--- src/hw/ioc_pkg.sv ---
/*
 Shared constants of the I/O channel value conditioner: register map, control field
 positions, reset values, percent limits and timing counts.
 Assumes a 100 MHz system clock.
*/
package ioc_pkg;
   localparam int CLK_PERIOD_NS = 10;
   localparam int MS_NS = 1000000;
   localparam int MS_CYC = MS_NS / CLK_PERIOD_NS;
   localparam int RATE_STEP_MS = 10;
   localparam int REG_AW = 8;
   localparam logic [7:0] OFS_CTRL = 8'h00;
   localparam logic [7:0] OFS_ON_DLY = 8'h04;
   localparam logic [7:0] OFS_OFF_DLY = 8'h08;
   localparam logic [7:0] OFS_AO_RATE = 8'h0C;
   localparam logic [7:0] OFS_AO_SIM = 8'h10;
   localparam logic [7:0] OFS_AO_SUBST = 8'h14;
   localparam logic [7:0] OFS_STATUS = 8'h18;
   localparam logic [7:0] OFS_IRQ_STAT = 8'h1C;
   localparam logic [7:0] OFS_IRQ_MASK = 8'h20;
   localparam int B_EN = 0;
   localparam int B_DI_SIM = 1;
   localparam int B_DI_NEG = 2;
   localparam int B_DI_LFD = 3;
   localparam int B_DI_MODE = 4;
   localparam int B_DI_SIMV = 6;
   localparam int B_DI_SIMINV = 7;
   localparam int B_DI_SUBV = 8;
   localparam int B_AO_SIM = 9;
   localparam int B_AO_SIMINV = 10;
   localparam int B_AO_MODE = 11;
   localparam int CTRL_W = 13;
   localparam logic [1:0] MODE_CUR = 2'h0;
   localparam logic [1:0] MODE_SUB = 2'h1;
   localparam logic [1:0] MODE_LAST = 2'h2;
   localparam logic [12:0] CTRL_RST = 13'h0000;
   localparam logic [15:0] WORD16_RST = 16'h0000;
   localparam logic [15:0] PCT_MIN = 16'hF63C;
   localparam logic [15:0] PCT_MAX = 16'h30D4;
   localparam int IRQ_W = 3;
   localparam int IRQ_DI_FAULT = 0;
   localparam int IRQ_DI_CHG = 1;
   localparam int IRQ_AO_ERR = 2;
   localparam logic [1:0] RESP_OK = 2'h0;
   localparam logic [1:0] RESP_SLVERR = 2'h2;
endpackage

--- src/hw/ioc_ramp_if.sv ---
/*
 Link between the channel core and its analog rate limiter.
 Assumes both ends run on clk_sys.
*/
`timescale 1ns/1ps
`default_nettype none
interface ioc_ramp_if;
   logic [15:0] target;
   logic [15:0] rate;
   logic tick;
   logic clear;
   logic [15:0] level;
   modport ctl (output target, output rate, output tick, output clear, input level);
   modport ramp (input target, input rate, input tick, input clear, output level);
endinterface
`default_nettype wire

--- src/hw/ioc_core.sv ---
/*
 I/O channel value conditioner: digital input path and analog output path with
 simulation, error modes and substitute values, reached over AXI4-Lite.
 Assumes synchronous field inputs and one clk_sys domain at 100 MHz.
*/
// The register offsets and the AXI4-Lite interface to the registers were left to the implementer.
// What this block does
// - Analog output change is limited to the set rate in percent per second.
// - Analog rate zero disables limiting; changes pass straight through.
// - Analog simulation outputs a set percent, held within -25 to 125 percent.
// - Analog simulation invalid flag marks data invalid and starts the error strategy.
// - Analog substitute mode outputs a set percent within -25 to 125 percent on error.
// - Analog substitute value is always marked invalid, with no option.
// - Digital input forwards the field level, or the simulation bit in simulation.
// - Digital simulation is one bit with a selectable OK or invalid status.
// - Digital substitute is one set bit and always sent as invalid.
// - On error the digital input sends live, substitute or last valid value.
// - Negation inverts the digital input level.
// - Enabled line fault detection flags the error and starts the error strategy while digital simulation is off.
// - ON delay in milliseconds filters short rising pulses.
// - OFF delay in milliseconds stretches short high pulses.
// - Channels work only while the module enable is set.
`timescale 1ns/1ps
`default_nettype none
module ioc_core #(
   parameter int MS_CYCLES = ioc_pkg::MS_CYC
) (
   input wire logic clk_sys,
   input wire logic rst,
   input wire logic [7:0] s_axi_awaddr,
   input wire logic s_axi_awvalid,
   output wire logic s_axi_awready,
   input wire logic [31:0] s_axi_wdata,
   input wire logic [3:0] s_axi_wstrb,
   input wire logic s_axi_wvalid,
   output wire logic s_axi_wready,
   output wire logic [1:0] s_axi_bresp,
   output wire logic s_axi_bvalid,
   input wire logic s_axi_bready,
   input wire logic [7:0] s_axi_araddr,
   input wire logic s_axi_arvalid,
   output wire logic s_axi_arready,
   output wire logic [31:0] s_axi_rdata,
   output wire logic [1:0] s_axi_rresp,
   output wire logic s_axi_rvalid,
   input wire logic s_axi_rready,
   input wire logic di_field,
   input wire logic di_line_fault,
   input wire logic [15:0] ao_bus_value,
   input wire logic ao_bus_ok,
   input wire logic ao_error,
   output wire logic di_value,
   output wire logic di_value_ok,
   output wire logic [15:0] ao_value,
   output wire logic ao_value_ok,
   output wire logic irq
);
   localparam int MSW = $clog2(MS_CYCLES);

   if (MS_CYCLES < 2) begin : g_chk
      $error("MS_CYCLES must be at least 2");
   end

   typedef struct packed {
      logic awready;
      logic wready;
      logic bvalid;
      logic arready;
      logic rvalid;
      logic aw_hold;
      logic w_hold;
      logic [7:0] waddr;
      logic [31:0] wdata;
      logic [3:0] wstrb;
      logic [1:0] bresp;
      logic [1:0] rresp;
      logic [31:0] rdata;
      logic [12:0] ctrl;
      logic [15:0] on_dly;
      logic [15:0] off_dly;
      logic [15:0] rate;
      logic [15:0] ao_sim;
      logic [15:0] ao_subst;
      logic [2:0] irq_stat;
      logic [2:0] irq_mask;
      logic irq;
      logic [MSW-1:0] ms_cnt;
      logic ms_tick;
      logic [3:0] step_cnt;
      logic rate_tick;
      logic di_filt;
      logic [15:0] di_cnt;
      logic di_pv;
      logic di_ok;
      logic di_last;
      logic di_fault;
      logic [15:0] ao_tgt;
      logic [15:0] ao_last;
      logic ao_ok;
   } ioc_state_type;

   ioc_state_type s;
   ioc_state_type nxt_s;
   ioc_ramp_if rif ();

   logic en;
   logic di_live;
   logic di_err;
   logic [1:0] di_mode;
   logic [1:0] ao_mode;
   logic [15:0] ao_src;
   logic ao_err;
   logic wr_go;
   logic [31:0] wr_word;
   logic [2:0] irq_clr;
   logic [2:0] ev;

   function automatic logic [31:0] merge(input logic [31:0] old, input logic [31:0] data,
                                         input logic [3:0] strb);
      logic [31:0] r;
      r = old;
      for (int i = 0; i < 4; i++) begin
         if (strb[i]) begin
            r[i*8 +: 8] = data[i*8 +: 8];
         end
      end
      return r;
   endfunction

   function automatic logic [15:0] clamp_pct(input logic [15:0] v);
      logic [15:0] r;
      r = v;
      if ($signed(v) < $signed(ioc_pkg::PCT_MIN)) begin
         r = ioc_pkg::PCT_MIN;
      end else if ($signed(v) > $signed(ioc_pkg::PCT_MAX)) begin
         r = ioc_pkg::PCT_MAX;
      end
      return r;
   endfunction

   always_comb begin
      nxt_s = s;
      en = s.ctrl[ioc_pkg::B_EN];
      di_mode = s.ctrl[ioc_pkg::B_DI_MODE +: 2];
      ao_mode = s.ctrl[ioc_pkg::B_AO_MODE +: 2];
      wr_go = s.aw_hold && s.w_hold && !s.bvalid;
      wr_word = merge(32'h00000000, s.wdata, s.wstrb);
      irq_clr = 3'h0;

      // Address and data may arrive in either order; each is held until both are in
      if (s_axi_awvalid && s.awready) begin
         nxt_s.aw_hold = 1'b1;
         nxt_s.waddr = {s_axi_awaddr[7:2], 2'b00};
      end
      if (s_axi_wvalid && s.wready) begin
         nxt_s.w_hold = 1'b1;
         nxt_s.wdata = s_axi_wdata;
         nxt_s.wstrb = s_axi_wstrb;
      end
      if (s.bvalid && s_axi_bready) begin
         nxt_s.bvalid = 1'b0;
      end
      if (wr_go) begin
         nxt_s.aw_hold = 1'b0;
         nxt_s.w_hold = 1'b0;
         nxt_s.bvalid = 1'b1;
         nxt_s.bresp = ioc_pkg::RESP_OK;
         unique case (s.waddr)
            ioc_pkg::OFS_CTRL: nxt_s.ctrl = 13'(merge({19'h00000, s.ctrl}, s.wdata, s.wstrb));
            ioc_pkg::OFS_ON_DLY: nxt_s.on_dly = 16'(merge({16'h0000, s.on_dly}, s.wdata, s.wstrb));
            ioc_pkg::OFS_OFF_DLY: nxt_s.off_dly = 16'(merge({16'h0000, s.off_dly}, s.wdata, s.wstrb));
            ioc_pkg::OFS_AO_RATE: nxt_s.rate = 16'(merge({16'h0000, s.rate}, s.wdata, s.wstrb));
            ioc_pkg::OFS_AO_SIM: nxt_s.ao_sim =
               clamp_pct(16'(merge({16'h0000, s.ao_sim}, s.wdata, s.wstrb)));
            ioc_pkg::OFS_AO_SUBST: nxt_s.ao_subst =
               clamp_pct(16'(merge({16'h0000, s.ao_subst}, s.wdata, s.wstrb)));
            ioc_pkg::OFS_STATUS: ;
            ioc_pkg::OFS_IRQ_STAT: irq_clr = wr_word[2:0];
            ioc_pkg::OFS_IRQ_MASK: nxt_s.irq_mask = 3'(merge({29'h00000000, s.irq_mask}, s.wdata, s.wstrb));
            default: nxt_s.bresp = ioc_pkg::RESP_SLVERR;
         endcase
      end
      nxt_s.awready = !nxt_s.aw_hold;
      nxt_s.wready = !nxt_s.w_hold;

      if (s_axi_arvalid && s.arready) begin
         nxt_s.rvalid = 1'b1;
         nxt_s.rresp = ioc_pkg::RESP_OK;
         unique case ({s_axi_araddr[7:2], 2'b00})
            ioc_pkg::OFS_CTRL: nxt_s.rdata = {19'h00000, s.ctrl};
            ioc_pkg::OFS_ON_DLY: nxt_s.rdata = {16'h0000, s.on_dly};
            ioc_pkg::OFS_OFF_DLY: nxt_s.rdata = {16'h0000, s.off_dly};
            ioc_pkg::OFS_AO_RATE: nxt_s.rdata = {16'h0000, s.rate};
            ioc_pkg::OFS_AO_SIM: nxt_s.rdata = {16'h0000, s.ao_sim};
            ioc_pkg::OFS_AO_SUBST: nxt_s.rdata = {16'h0000, s.ao_subst};
            ioc_pkg::OFS_STATUS: nxt_s.rdata = {rif.level, 12'h000, s.ao_ok, s.di_fault, s.di_ok, s.di_pv};
            ioc_pkg::OFS_IRQ_STAT: nxt_s.rdata = {29'h00000000, s.irq_stat};
            ioc_pkg::OFS_IRQ_MASK: nxt_s.rdata = {29'h00000000, s.irq_mask};
            default: begin
               nxt_s.rdata = 32'h00000000;
               nxt_s.rresp = ioc_pkg::RESP_SLVERR;
            end
         endcase
      end else if (s.rvalid && s_axi_rready) begin
         nxt_s.rvalid = 1'b0;
      end
      nxt_s.arready = !nxt_s.rvalid;

      // Millisecond base and the 10 ms rate step
      nxt_s.ms_tick = 1'b0;
      nxt_s.rate_tick = 1'b0;
      if (s.ms_cnt == MSW'(MS_CYCLES - 1)) begin
         nxt_s.ms_cnt = '0;
         nxt_s.ms_tick = 1'b1;
      end else begin
         nxt_s.ms_cnt = s.ms_cnt + 1'b1;
      end
      if (s.ms_tick) begin
         if (s.step_cnt == 4'(ioc_pkg::RATE_STEP_MS - 1)) begin
            nxt_s.step_cnt = 4'h0;
            nxt_s.rate_tick = 1'b1;
         end else begin
            nxt_s.step_cnt = s.step_cnt + 4'h1;
         end
      end

      // Digital input path
      di_live = di_field ^ s.ctrl[ioc_pkg::B_DI_NEG];
      di_err = s.ctrl[ioc_pkg::B_DI_LFD] && di_line_fault && !s.ctrl[ioc_pkg::B_DI_SIM];
      if (!en) begin
         // Inactive channel reports nothing valid and forgets its filter history
         nxt_s.di_filt = 1'b0;
         nxt_s.di_cnt = 16'h0000;
         nxt_s.di_pv = 1'b0;
         nxt_s.di_ok = 1'b0;
         nxt_s.di_fault = 1'b0;
      end else begin
         if (di_live != s.di_filt) begin
            if (s.di_cnt >= (s.di_filt ? s.off_dly : s.on_dly)) begin
               nxt_s.di_filt = di_live;
               nxt_s.di_cnt = 16'h0000;
            end else if (s.ms_tick) begin
               nxt_s.di_cnt = s.di_cnt + 16'h0001;
            end
         end else begin
            nxt_s.di_cnt = 16'h0000;
         end
         nxt_s.di_fault = di_err;
         if (s.ctrl[ioc_pkg::B_DI_SIM]) begin
            nxt_s.di_pv = s.ctrl[ioc_pkg::B_DI_SIMV];
            nxt_s.di_ok = !s.ctrl[ioc_pkg::B_DI_SIMINV];
         end else if (di_err) begin
            nxt_s.di_ok = 1'b0;
            if (di_mode == ioc_pkg::MODE_SUB) begin
               nxt_s.di_pv = s.ctrl[ioc_pkg::B_DI_SUBV];
            end else if (di_mode == ioc_pkg::MODE_LAST) begin
               nxt_s.di_pv = s.di_last;
            end else begin
               nxt_s.di_pv = s.di_filt;
            end
         end else begin
            nxt_s.di_pv = s.di_filt;
            nxt_s.di_ok = 1'b1;
         end
      end
      if (nxt_s.di_ok) begin
         nxt_s.di_last = nxt_s.di_pv;
      end

      // Analog output path
      ao_src = clamp_pct(s.ctrl[ioc_pkg::B_AO_SIM] ? s.ao_sim : ao_bus_value);
      ao_err = ao_error || (s.ctrl[ioc_pkg::B_AO_SIM] ? s.ctrl[ioc_pkg::B_AO_SIMINV] : !ao_bus_ok);
      if (!en) begin
         nxt_s.ao_tgt = ioc_pkg::WORD16_RST;
         nxt_s.ao_ok = 1'b0;
      end else if (ao_err) begin
         nxt_s.ao_ok = 1'b0;
         if (ao_mode == ioc_pkg::MODE_SUB) begin
            nxt_s.ao_tgt = s.ao_subst;
         end else if (ao_mode == ioc_pkg::MODE_LAST) begin
            nxt_s.ao_tgt = s.ao_last;
         end else begin
            nxt_s.ao_tgt = ao_src;
         end
      end else begin
         nxt_s.ao_tgt = ao_src;
         nxt_s.ao_ok = 1'b1;
         nxt_s.ao_last = ao_src;
      end

      // A new event wins over a clear written in the same cycle
      ev[ioc_pkg::IRQ_DI_FAULT] = nxt_s.di_fault && !s.di_fault;
      ev[ioc_pkg::IRQ_DI_CHG] = nxt_s.di_pv != s.di_pv;
      ev[ioc_pkg::IRQ_AO_ERR] = s.ao_ok && !nxt_s.ao_ok && en;
      nxt_s.irq_stat = (s.irq_stat & ~irq_clr) | ev;
      nxt_s.irq = |(nxt_s.irq_stat & nxt_s.irq_mask);
   end

   always_ff @(posedge clk_sys or posedge rst) begin
      if (rst) begin
         s <= '0;
      end else begin
         s <= nxt_s;
      end
   end

   assign rif.target = s.ao_tgt;
   assign rif.rate = s.rate;
   assign rif.tick = s.rate_tick;
   assign rif.clear = !en;

   ioc_ramp u_ramp (
      .clk_sys(clk_sys),
      .rst(rst),
      .rp(rif)
   );

   assign s_axi_awready = s.awready;
   assign s_axi_wready = s.wready;
   assign s_axi_bresp = s.bresp;
   assign s_axi_bvalid = s.bvalid;
   assign s_axi_arready = s.arready;
   assign s_axi_rdata = s.rdata;
   assign s_axi_rresp = s.rresp;
   assign s_axi_rvalid = s.rvalid;
   assign di_value = s.di_pv;
   assign di_value_ok = s.di_ok;
   assign ao_value = rif.level;
   assign ao_value_ok = s.ao_ok;
   assign irq = s.irq;
endmodule
`default_nettype wire

--- src/hw/ioc_ramp.sv ---
/*
 Analog output rate limiter: moves the level toward the target by at most rate
 hundredths of a percent per tick.
 Assumes one tick every 10 ms, so rate in percent per second equals the step size.
*/
`timescale 1ns/1ps
`default_nettype none
module ioc_ramp (
   input wire logic clk_sys,
   input wire logic rst,
   ioc_ramp_if.ramp rp
);
   typedef struct packed {
      logic [15:0] level;
   } ioc_ramp_state_type;

   ioc_ramp_state_type s;
   ioc_ramp_state_type nxt_s;
   logic signed [16:0] diff;
   logic signed [16:0] rate_s;

   always_comb begin
      nxt_s = s;
      diff = $signed({rp.target[15], rp.target}) - $signed({s.level[15], s.level});
      rate_s = $signed({1'b0, rp.rate});
      if (rp.clear) begin
         nxt_s.level = ioc_pkg::WORD16_RST;
      end else if (rp.rate == ioc_pkg::WORD16_RST) begin
         nxt_s.level = rp.target;
      end else if (rp.tick) begin
         // Step never overshoots, so the sum cannot wrap
         if (diff > rate_s) begin
            nxt_s.level = s.level + rp.rate;
         end else if (diff < -rate_s) begin
            nxt_s.level = s.level - rp.rate;
         end else begin
            nxt_s.level = rp.target;
         end
      end
   end

   always_ff @(posedge clk_sys or posedge rst) begin
      if (rst) begin
         s <= '0;
      end else begin
         s <= nxt_s;
      end
   end

   assign rp.level = s.level;
endmodule
`default_nettype wire

--- config.mk ---
export PLATFORM = sky130hd
export DESIGN_NAME = ioc_core
export DESIGN_NICKNAME = d
export VERILOG_FILES = /design/src/hw/ioc_pkg.sv /design/src/hw/ioc_ramp_if.sv /design/src/hw/ioc_core.sv /design/src/hw/ioc_ramp.sv
export SDC_FILE = /design/constraint.sdc
export NUM_CORES = 1
export LEC_CHECK = 0
export ABC_AREA = 1
export ABC_CLOCK_PERIOD_IN_PS = 11200
export BUFFER_PORTS_ARGS = -buffer_cell sky130_fd_sc_hd__buf_2
export CAP_MARGIN = 20
export CORE_MARGIN = 5
export CORE_UTILIZATION = 40
export DETAILED_ROUTE_END_ITERATION = 8
export PLACE_DENSITY_LB_ADDON = 0.2
export SLEW_MARGIN = 20
export SYNTH_ARGS = -nofsm -noshare
export SYNTH_HDL_FRONTEND = slang
export SYNTH_SLANG_ARGS = --single-unit
--- constraint.sdc ---
create_clock -name clk_sys -period 11.2 [get_ports clk_sys]
set_input_delay 0.56 -clock clk_sys [delete_from_list [all_inputs] [get_ports clk_sys]]
set_output_delay 0.56 -clock clk_sys [all_outputs]
set_load 0.05 [all_outputs]
==> metrics, run 1 <==
predominant post-synthesis flop cell dfrtp_1; Initial DRC Count 1304; gr usage total 23.6%; post-synthesis cell type count 56; worst-path fanout max 8; Startpoint Class flip-flop; DRC errors left 0; first-pass GRT wire length 84300 µm; Setup WS pre-CTS 6570 ps; site row count 74; Critical Path RT 11660 ps; WP data arrival 5200 ps; gpl congestion 0.989; final hold vios 0; share of the synthesized area in the top cell type 39.0%; CTS tree built; routed length per instance 19.3 µm; Post-synth EDFFs 0; crit path max-delay cell type dfrtp_1; synthesis-stage register bit count 258; cell mode on critical path nand2_1; via count 15241; io pins 140; die width 214 µm; sequential area share after synthesis 39.0%; max-slew violation count 0; Most Used Layer, Global Route met2; Area contributors post-synth dfrtp_1 (39%), nand2_1 (12%), ha_1 (7.0%); count of final setup violators 0; area grow syn2layout 11.5%; port buffer count 115; Clock Pin Slew Worst Setup and Hold Paths 60 ps; vias per cell 5.41; skew final 18.7 ps; number of global-route vias before repair 14990; H-tree Lvls 1; kind of end point of the critical path flip-flop; status complete, no violations; CP Class reg2reg; Mapped Cells 2192; Yosys Warn Count 0; worst slew pin tran 989 ps; clock sink total 258; CTS Buf Count 30; Mapped Area 0.0166 mm²; final worst slack 6460 ps; post-route ant nets 0; share of cells above drive strength 1 10.5%; drt pass-1 iters 6; fin crit share 42.3%; post-CTS sizing 0; DIE HEIGHT 214 µm; Post-synth ARST share 100%; clk_lat worst skew 590 ps; core area 0.0409 mm²; GRT met2 Usage 37.9%; largest net degree at the start of global routing 134; RSZ-0062 raised after global routing no; CTS Root Cell clkbuf_16; Hold Buf Count CTS 0; post-synth top area cell dfrtp_1; GRT met3 Usage 3.53%; CP max stage delay 470 ps; Max clock buf depth 3; Max-Cap Viols 0; final wirelength 54400 µm; fmax 211 MHz; Nets 2438; slew margin rel. 33.8%; GR Overflow Total 0; M1 GR Usage 32.3%; Setup TNS 0 ps; diode count 0; Mean Syn Cell Area 7.56 µm²; Die Area 0.0456 mm²; fin crit period 4740 ps; HPWL after DPL 42000 µm; hold crit path type in2reg; Setup Fix Bufs, Post-CTS 0; initial antenna violation count 0; Starting Density 40.5%
## cell usage in the layout, fill, tap and decap left out, types with 10 or more instances in the layout
| master | count |
|---|---|
| inv_1 | 282 |
| o211ai_1 | 14 |
| a21oi_1 | 128 |
| buf_4 | 13 |
| ha_1 | 93 |
| o21ai_0 | 229 |
| o22ai_1 | 22 |
| buf_2 | 115 |
| a221oi_1 | 15 |
| nand4_1 | 35 |
| clkbuf_16 | 31 |
| dfrtp_1 | 258 |
| a31oi_1 | 15 |
| nand2_2 | 19 |
| clkbuf_8 | 10 |
| nor2_1 | 157 |
| a211oi_1 | 12 |
| inv_2 | 11 |
| nor3_1 | 23 |
| mux2i_1 | 11 |
| nand3_1 | 102 |
| xor2_1 | 53 |
| nand2_1 | 510 |
## area by class of cell
cell class	instances	area, µm²
clock buffer	47	936
tap	532	666
multi-input combinational	1543	8470
fill	4232	22500
sequential	258	6460
clock inverter	9	130
timing repair buffer	128	673
inverter	302	1150
## critical path, delay by kind of cell (launching register included)
kind                     cells  cell delay (ps)
AO/OA/AOI/OAI                7             1520
adder cells (fa/ha/maj)      2              650
AND/OR/NAND/NOR             16             1550
buffers and inverters        3              260
XOR/XNOR                     1              180
flip-flops                   1              470
## path summary, 6_finish.rpt
path / startpoint / endpoint / slack (ps) / cells past startpoint
worst max-delay path: u_ramp.rp.level[2]$_DFFE_PP0P_ / u_ramp.rp.level[3]$_DFFE_PP0P_ / 6460 / 29
worst min register to register: s[57]$_DFFE_PP0P_ / s[57]$_DFFE_PP0P_ / 470 / 1
worst max register to register: u_ramp.rp.level[2]$_DFFE_PP0P_ / u_ramp.rp.level[3]$_DFFE_PP0P_ / 6460 / 29
min in group asynchronous: rst / s[75]$_DFF_PP0_ / 170 / 2
max in group asynchronous: rst / s[103]$_DFFE_PP0P_ / 9600 / 3
worst min-delay path: s_axi_bready / s_axi_bvalid$_DFFE_PP0P_ / 150 / 2
## logic make-up after synthesis
| logic type | share of synthesized area [%] |
|---|---|
| AO/OA/AOI/OAI | 16.8 |
| XOR/XNOR | 3.28 |
| adder cells (fa/ha/maj) | 7.39 |
| buffers and inverters | 9.98 |
| flip-flops | 39.0 |
| multiplexers | 0.665 |
| other | 0.0226 |
| AND/OR/NAND/NOR | 22.9 |
## state kept, by name, indices dropped and copies added (netlist names)
signal and count:
ao_value_ok 1, di_value 1, s_axi_rdata 32, en 1
rif.target 16, s_axi_bvalid 1, s_axi_bresp 1, s_axi_rvalid 1
s_axi_wready 1, u_ramp.rp.level 16, irq 1, di_mode 2
rif.tick 1, s 161, s_axi_awready 1, ao_mode 2
di_value_ok 1, s_axi_arready 1, s_axi_rresp 1, rif.rate 16
## stage by stage
step           hold WS (ps)  std cells  area [µm²]  util [%]
5_1_grt                 132       2819       18500      45.1
4_1_cts                 125       2819       18500      45.1
3_5_place_dp            458       2763       17400      42.5
2_1_floorplan           421       2193       16600         -
3_3_place_gp            431       2763       17400      42.5
6_report                148       2819       18500      45.1
## synthesized netlist by cell type (4+ instances only)
library cell / n
nand2_1: 511
inv_1: 283
dfrtp_1: 258
o21ai_0: 229
nor2_1: 157
a21oi_1: 128
nand3_1: 102
ha_1: 93
xor2_1: 53
buf_4: 37
clkbuf_1: 37
nand4_1: 35
nor3_1: 23
o22ai_1: 22
nand2_2: 18
a221oi_1: 15
a31oi_1: 15
o211ai_1: 14
a211oi_1: 12
buf_2: 12
inv_2: 11
mux2i_1: 11
xnor2_1: 9
a21o_1: 8
o21ai_1: 8
o21a_1: 7
o221ai_1: 7
clkinv_1: 6
nand2_4: 5
nor2_2: 5
nor4_1: 5
o2111ai_1: 5
o21bai_1: 5
o31ai_1: 5
nand3_2: 4
or2_2: 4
## metal layers
metal	routed length, µm	share of wire (%)	up-vias
li1	-	-	7352
met1	24300	45	7263
met2	24600	45	502
met3	3210	5.9	124
met4	2360	4.3	0
met5	0	0	-
Power of run 1 is not shown: default switching activity piles up to over one toggle a cycle in this logic, so the estimate is an artifact.
==> run 2: changes to the inputs <==
--- a/config.mk
+++ b/config.mk
@@ -6,7 +6,7 @@
 export NUM_CORES = 1
 export LEC_CHECK = 0
 export ABC_AREA = 1
-export ABC_CLOCK_PERIOD_IN_PS = 11200
+export ABC_CLOCK_PERIOD_IN_PS = 4950
 export BUFFER_PORTS_ARGS = -buffer_cell sky130_fd_sc_hd__buf_2
 export CAP_MARGIN = 20
 export CORE_MARGIN = 5
==> constraint.sdc (replaced) <==
create_clock -name clk_sys -period 4.95 [get_ports clk_sys]
set_input_delay 0.2475 -clock clk_sys [delete_from_list [all_inputs] [get_ports clk_sys]]
set_output_delay 0.2475 -clock clk_sys [all_outputs]
set_load 0.05 [all_outputs]
==> metrics, run 2 (same netlist as run 1, synthesis figures left out) <==
CP endpoint u_ramp.rp.level[10]$_DFFE_PP0P_; CP Launch Point u_ramp.rp.level[2]$_DFFE_PP0P_; io pins 140 (unchanged); die width 214 µm (unchanged); GR Overflow Total 0 (unchanged); CTS tree built; Max clock buf depth 3 (unchanged); DIE HEIGHT 214 µm (unchanged); gpl congestion 0.955 (-3.5%); fmax 230 MHz (+9.1%); diode count 0 (unchanged); Biggest register s; Min-Delay Path Depth 4 (+2); first-pass GRT wire length 84200 µm (about the same); Starting Density 40.5% (unchanged); worst-path fanout max 17 (+9); clock sink total 258 (unchanged); Nets 2469 (+1.3%); most frequent cells in the layout nand2_1 (510), inv_1 (282), dfrtp_1 (257); skew final 13.9 ps (-4.80 ps); HPWL after DPL 41700 µm (-0.66%); vias per cell 5.42 (+0.19%); hold crit path type in2reg; cell mode on critical path nand2_1; H-tree Lvls 1 (unchanged); post-route ant nets 0 (unchanged); clk_lat worst skew 580 ps (about the same); slew margin rel. 37.7% (+3.8 points); status complete, no violations; worst slew pin tran 933 ps (-56.0 ps); CP max stage delay 450 ps (-20 ps); fin crit share 87.7% (+45 points); via count 15427 (+1.2%); Startpoint Class flip-flop; core area 0.0409 mm² (unchanged); Initial DRC Count 1593 (+22%); Critical Path RT 5420 ps (-6240 ps); Setup TNS 0 ps (unchanged); port buffer count 115 (unchanged); share of cells above drive strength 1 10.4% (-0.13 points); CTS Root Cell clkbuf_16; Clock Pin Slew Worst Setup and Hold Paths 60 ps (about the same); area grow syn2layout 13.2%; gr usage total 23.5% (-0.11 points); Reg-to-Reg Start u_ramp.rp.level[2]$_DFFE_PP0P_; kind of end point of the critical path flip-flop; Largest register FFs 161 (unchanged); site row count 74 (unchanged); r2r setup slk 610 ps (-5860 ps); Max-Cap Viols 0 (unchanged); Die Area 0.0456 mm² (unchanged); routed length per instance 18.9 µm (-1.9%); crit path max-delay cell type dfrtp_1; final hold vios 0 (unchanged); commonest non-fill, non-tap cell in the layout nand2_1; WP data arrival 4810 ps (-390 ps); DRC errors left 0 (unchanged); final wirelength 53900 µm (-0.90%); fin crit period 4340 ps (-394 ps); r2r endpoint u_ramp.rp.level[10]$_DFFE_PP0P_; count of final setup violators 0 (unchanged); drt pass-1 iters 8 (+2); CP Class reg2reg; R2R cell count 25 (-14%); number of global-route vias before repair 14787 (-1.4%); RSZ-0062 raised after global routing no; initial antenna violation count 1 (+1); largest net degree at the start of global routing 150 (+12%); CTS Buf Count 31 (+3.3%); max-slew violation count 0 (unchanged)
==> run 2: cell count changes in the layout (fill, tap and decap cells not counted), sizes merged <==
cell         delta
buf             +1
clkbuf          -1
clkinvlp        +1
dlygate4sd3    +29
inv             -1
==> run 2: routing by layer <==
layer  part of all wire [%]  global-route usage [%]
met2                     46                    38.4
met4                    3.4                    7.19
met5                      0                       0
met1                     44                    32.9
met3                    6.5                    2.88
==> run 2: worst min-delay path by stage <==
stage / startpoint / endpoint / slack [ps]
CTS: s_axi_awvalid / s[256]$_DFFE_PP0P_ / 0.6
floorplan: s_axi_bready / s_axi_bvalid$_DFFE_PP0P_ / 340
global route: s_axi_awvalid / s[254]$_DFFE_PP0P_ / 40
finish: s_axi_awvalid / s[256]$_DFFE_PP0P_ / 20
detailed placement: rst / s_axi_rdata[16]$_DFFE_PP0P_ / 260
global placement: rst / s_axi_rdata[16]$_DFFE_PP0P_ / 260
==> run 2: cell type report <==
class | count | area [µm²]
well taps | 532 | 666
clock buffers | 46 | 902
inverters | 302 | 1140
clock inverters | 9 | 134
repair buffers | 158 | 983
fillers | 4142 | 22200
flip-flops and latches | 258 | 6460
multi-input cells | 1543 | 8470
==> run 2: critical path, delay by kind of cell, from the launching register on <==
family / cells / cell delay [ps]
adders and majority gates: 2 / 690
xor gates and xnor gates: 1 / 150
and+or+nand+nor: 11 / 990
AOI/OAI and AO/OA: 8 / 1560
buffers and inverters: 3 / 380
DFF: 1 / 450
==> run 2: through the flow <==
step	instance area, µm²	instances	setup WS (ps)	utilization (%)	hold slack, ps
2_1_floorplan	16600	2193	946	-	344
3_3_place_gp	17400	2764	629	42.6	258
3_5_place_dp	17400	2764	587	42.6	263
4_1_cts	18700	2848	556	45.8	0.607
5_1_grt	18800	2848	72.1	45.8	40.4
6_report	18800	2848	609	45.8	17.9
==> run 2: timing repair <==
action,in CTS,in global routing
hold buffers,29,0
hold endpoints to repair,40,0
buffers inserted,0,0
endpoints found under the setup margin,0,11
resized for setup,0,1
Power of run 2 is left out for the same reason.
==> run 3: changes to the inputs <==
--- a/config.mk
+++ b/config.mk
@@ -12,6 +12,7 @@
 export CORE_MARGIN = 5
 export CORE_UTILIZATION = 40
 export DETAILED_ROUTE_END_ITERATION = 8
+export GPL_TIMING_DRIVEN = 0
 export PLACE_DENSITY_LB_ADDON = 0.2
 export SLEW_MARGIN = 20
 export SYNTH_ARGS = -nofsm -noshare
==> metrics, run 3 (same netlist as run 1, synthesis figures left out) <==
CP Class reg2reg; CTS tree built; cell mode on critical path nand2_1; Biggest register s; r2r endpoint u_ramp.rp.level[10]$_DFFE_PP0P_; io pins 140 (unchanged); Critical Path RT 5420 ps (about the same); Clock Pin Slew Worst Setup and Hold Paths 60 ps (about the same); core area 0.0409 mm² (unchanged); Starting Density 40.5% (unchanged); Hold EP s[254]$_DFFE_PP0P_; CTS Root Cell clkbuf_16; R2R cell count 26 (+4.0%); r2r setup slk 360 ps (-250 ps); Die Area 0.0456 mm² (unchanged); DIE HEIGHT 214 µm (unchanged); worst-path fanout max 10 (-7); Nets 2556 (+3.5%); most frequent cells in the layout nand2_1 (511), inv_1 (282), dfrtp_1 (258); DRC errors left 0 (unchanged); Max-Cap Viols 0 (unchanged); fin crit period 4590 ps (+253 ps); max-slew violation count 0 (unchanged); skew final 20.4 ps (+6.51 ps); hold path start s_axi_awvalid; post-route ant nets 0 (unchanged); count of final setup violators 0 (unchanged); RSZ-0062 raised after global routing no; slew margin rel. 36.9% (-0.78 points); Min-Delay Path Depth 4 (unchanged); number of global-route vias before repair 15475 (+4.7%); die width 214 µm (unchanged); initial antenna violation count 1 (unchanged); port buffer count 115 (unchanged); Largest register FFs 161 (unchanged); CP max stage delay 460 ps (about the same); final hold vios 0 (unchanged); first-pass GRT wire length 89400 µm (+6.1%); site row count 74 (unchanged); routed length per instance 19.6 µm (+3.4%); worst slew pin tran 943 ps (+10.1 ps); fmax 218 MHz (-5.5%); GR Overflow Total 0 (unchanged); area grow syn2layout 16.7%; share of cells above drive strength 1 12.1% (+1.7 points); kind of end point of the critical path flip-flop; Setup TNS 0 ps (unchanged); crit path max-delay cell type dfrtp_1; vias per cell 5.30 (-2.2%); Startpoint Class flip-flop; Max clock buf depth 3 (unchanged); CTS Buf Count 31 (unchanged); final wirelength 57500 µm (+6.6%); Worst Path Buf+Inv 4 (+1); drt pass-1 iters 5 (-3); fin util 47.3% (+1.4 points); hold crit path type in2reg; HPWL after DPL 46100 µm (+11%); clk_lat worst skew 590 ps (about the same); gpl congestion 0.930 (-2.6%); CP top delay family compound AO/OA/AOI/OAI gates; gr usage total 25.1% (+1.6 points); WP data arrival 5060 ps (+250 ps); largest net degree at the start of global routing 34 (-77%); via count 15569 (+0.92%); clock sink total 258 (unchanged); status complete, no violations; H-tree Lvls 1 (unchanged); fin crit share 92.8% (+5.1 points); Reg-to-Reg Start u_ramp.rp.level[2]$_DFFE_PP0P_; diode count 0 (unchanged); commonest non-fill, non-tap cell in the layout nand2_1; Initial DRC Count 1469 (-7.8%)
==> run 3: how the worst max path moves through the flow <==
stage	to	cells after the start	slack, ps	startpoint
floorplan	u_ramp.rp.level[2]$_DFFE_PP0P_	29	950	u_ramp.rp.level[2]$_DFFE_PP0P_
global placement	s_axi_awready$_DFF_PP0_	2	-430	rst
detailed placement	u_ramp.rp.level[1]$_DFFE_PP0P_	28	390	u_ramp.rp.level[1]$_DFFE_PP0P_
CTS	u_ramp.rp.level[10]$_DFFE_PP0P_	25	380	u_ramp.rp.level[1]$_DFFE_PP0P_
global route	u_ramp.rp.level[4]$_DFFE_PP0P_	28	5	u_ramp.rp.level[1]$_DFFE_PP0P_
finish	u_ramp.rp.level[10]$_DFFE_PP0P_	26	360	u_ramp.rp.level[2]$_DFFE_PP0P_
==> run 3: metrics by stage <==
step / cell area, µm² / cells / setup slack (ps) / hold WS, ps
finish: 19300 / 2938 / 356 / 10.3
global route: 19300 / 2938 / 4.73 / 42.7
CTS: 19300 / 2938 / 376 / 1.23
detailed placement: 18000 / 2849 / 394 / 225
global placement: 17800 / 2840 / -434 / 436
floorplan: 16600 / 2193 / 946 / 344
==> run 3: area by class of cell <==
class                      instances  area (µm²)
timing repair buffer             155        1070
clock inverter                    21         206
sequential                       258        6460
inverter                         302        1140
multi-input combinational       1543        8460
tap                              532         666
fill                            4126       21600
clock buffer                      37         818
buffer                            90         514
==> run 3: repair_timing <==
action                    4_1_cts  5_1_grt
resized for setup               0        0
hold endpoints to repair       97        0
setup buffers                   0        0
hold buffers                   31        0
==> run 3: tightest hold or removal path, cell delays in order <==
cell and delay [ps]:
buf_2 70, nand2_1 100, nand2_1 80, nand2_1 50
==> run 3: routing by layer <==
| metal | up-vias | routed length (µm) | GRT usage, % |
|---|---|---|---|
| li1 | 7589 | - | - |
| met1 | 7398 | 25500 | 34.4 |
| met2 | 473 | 26400 | 41.0 |
| met3 | 109 | 3270 | 3.26 |
| met4 | 0 | 2330 | 9.10 |
| met5 | - | 0 | 0 |
Power of run 3 is left out for the same reason.
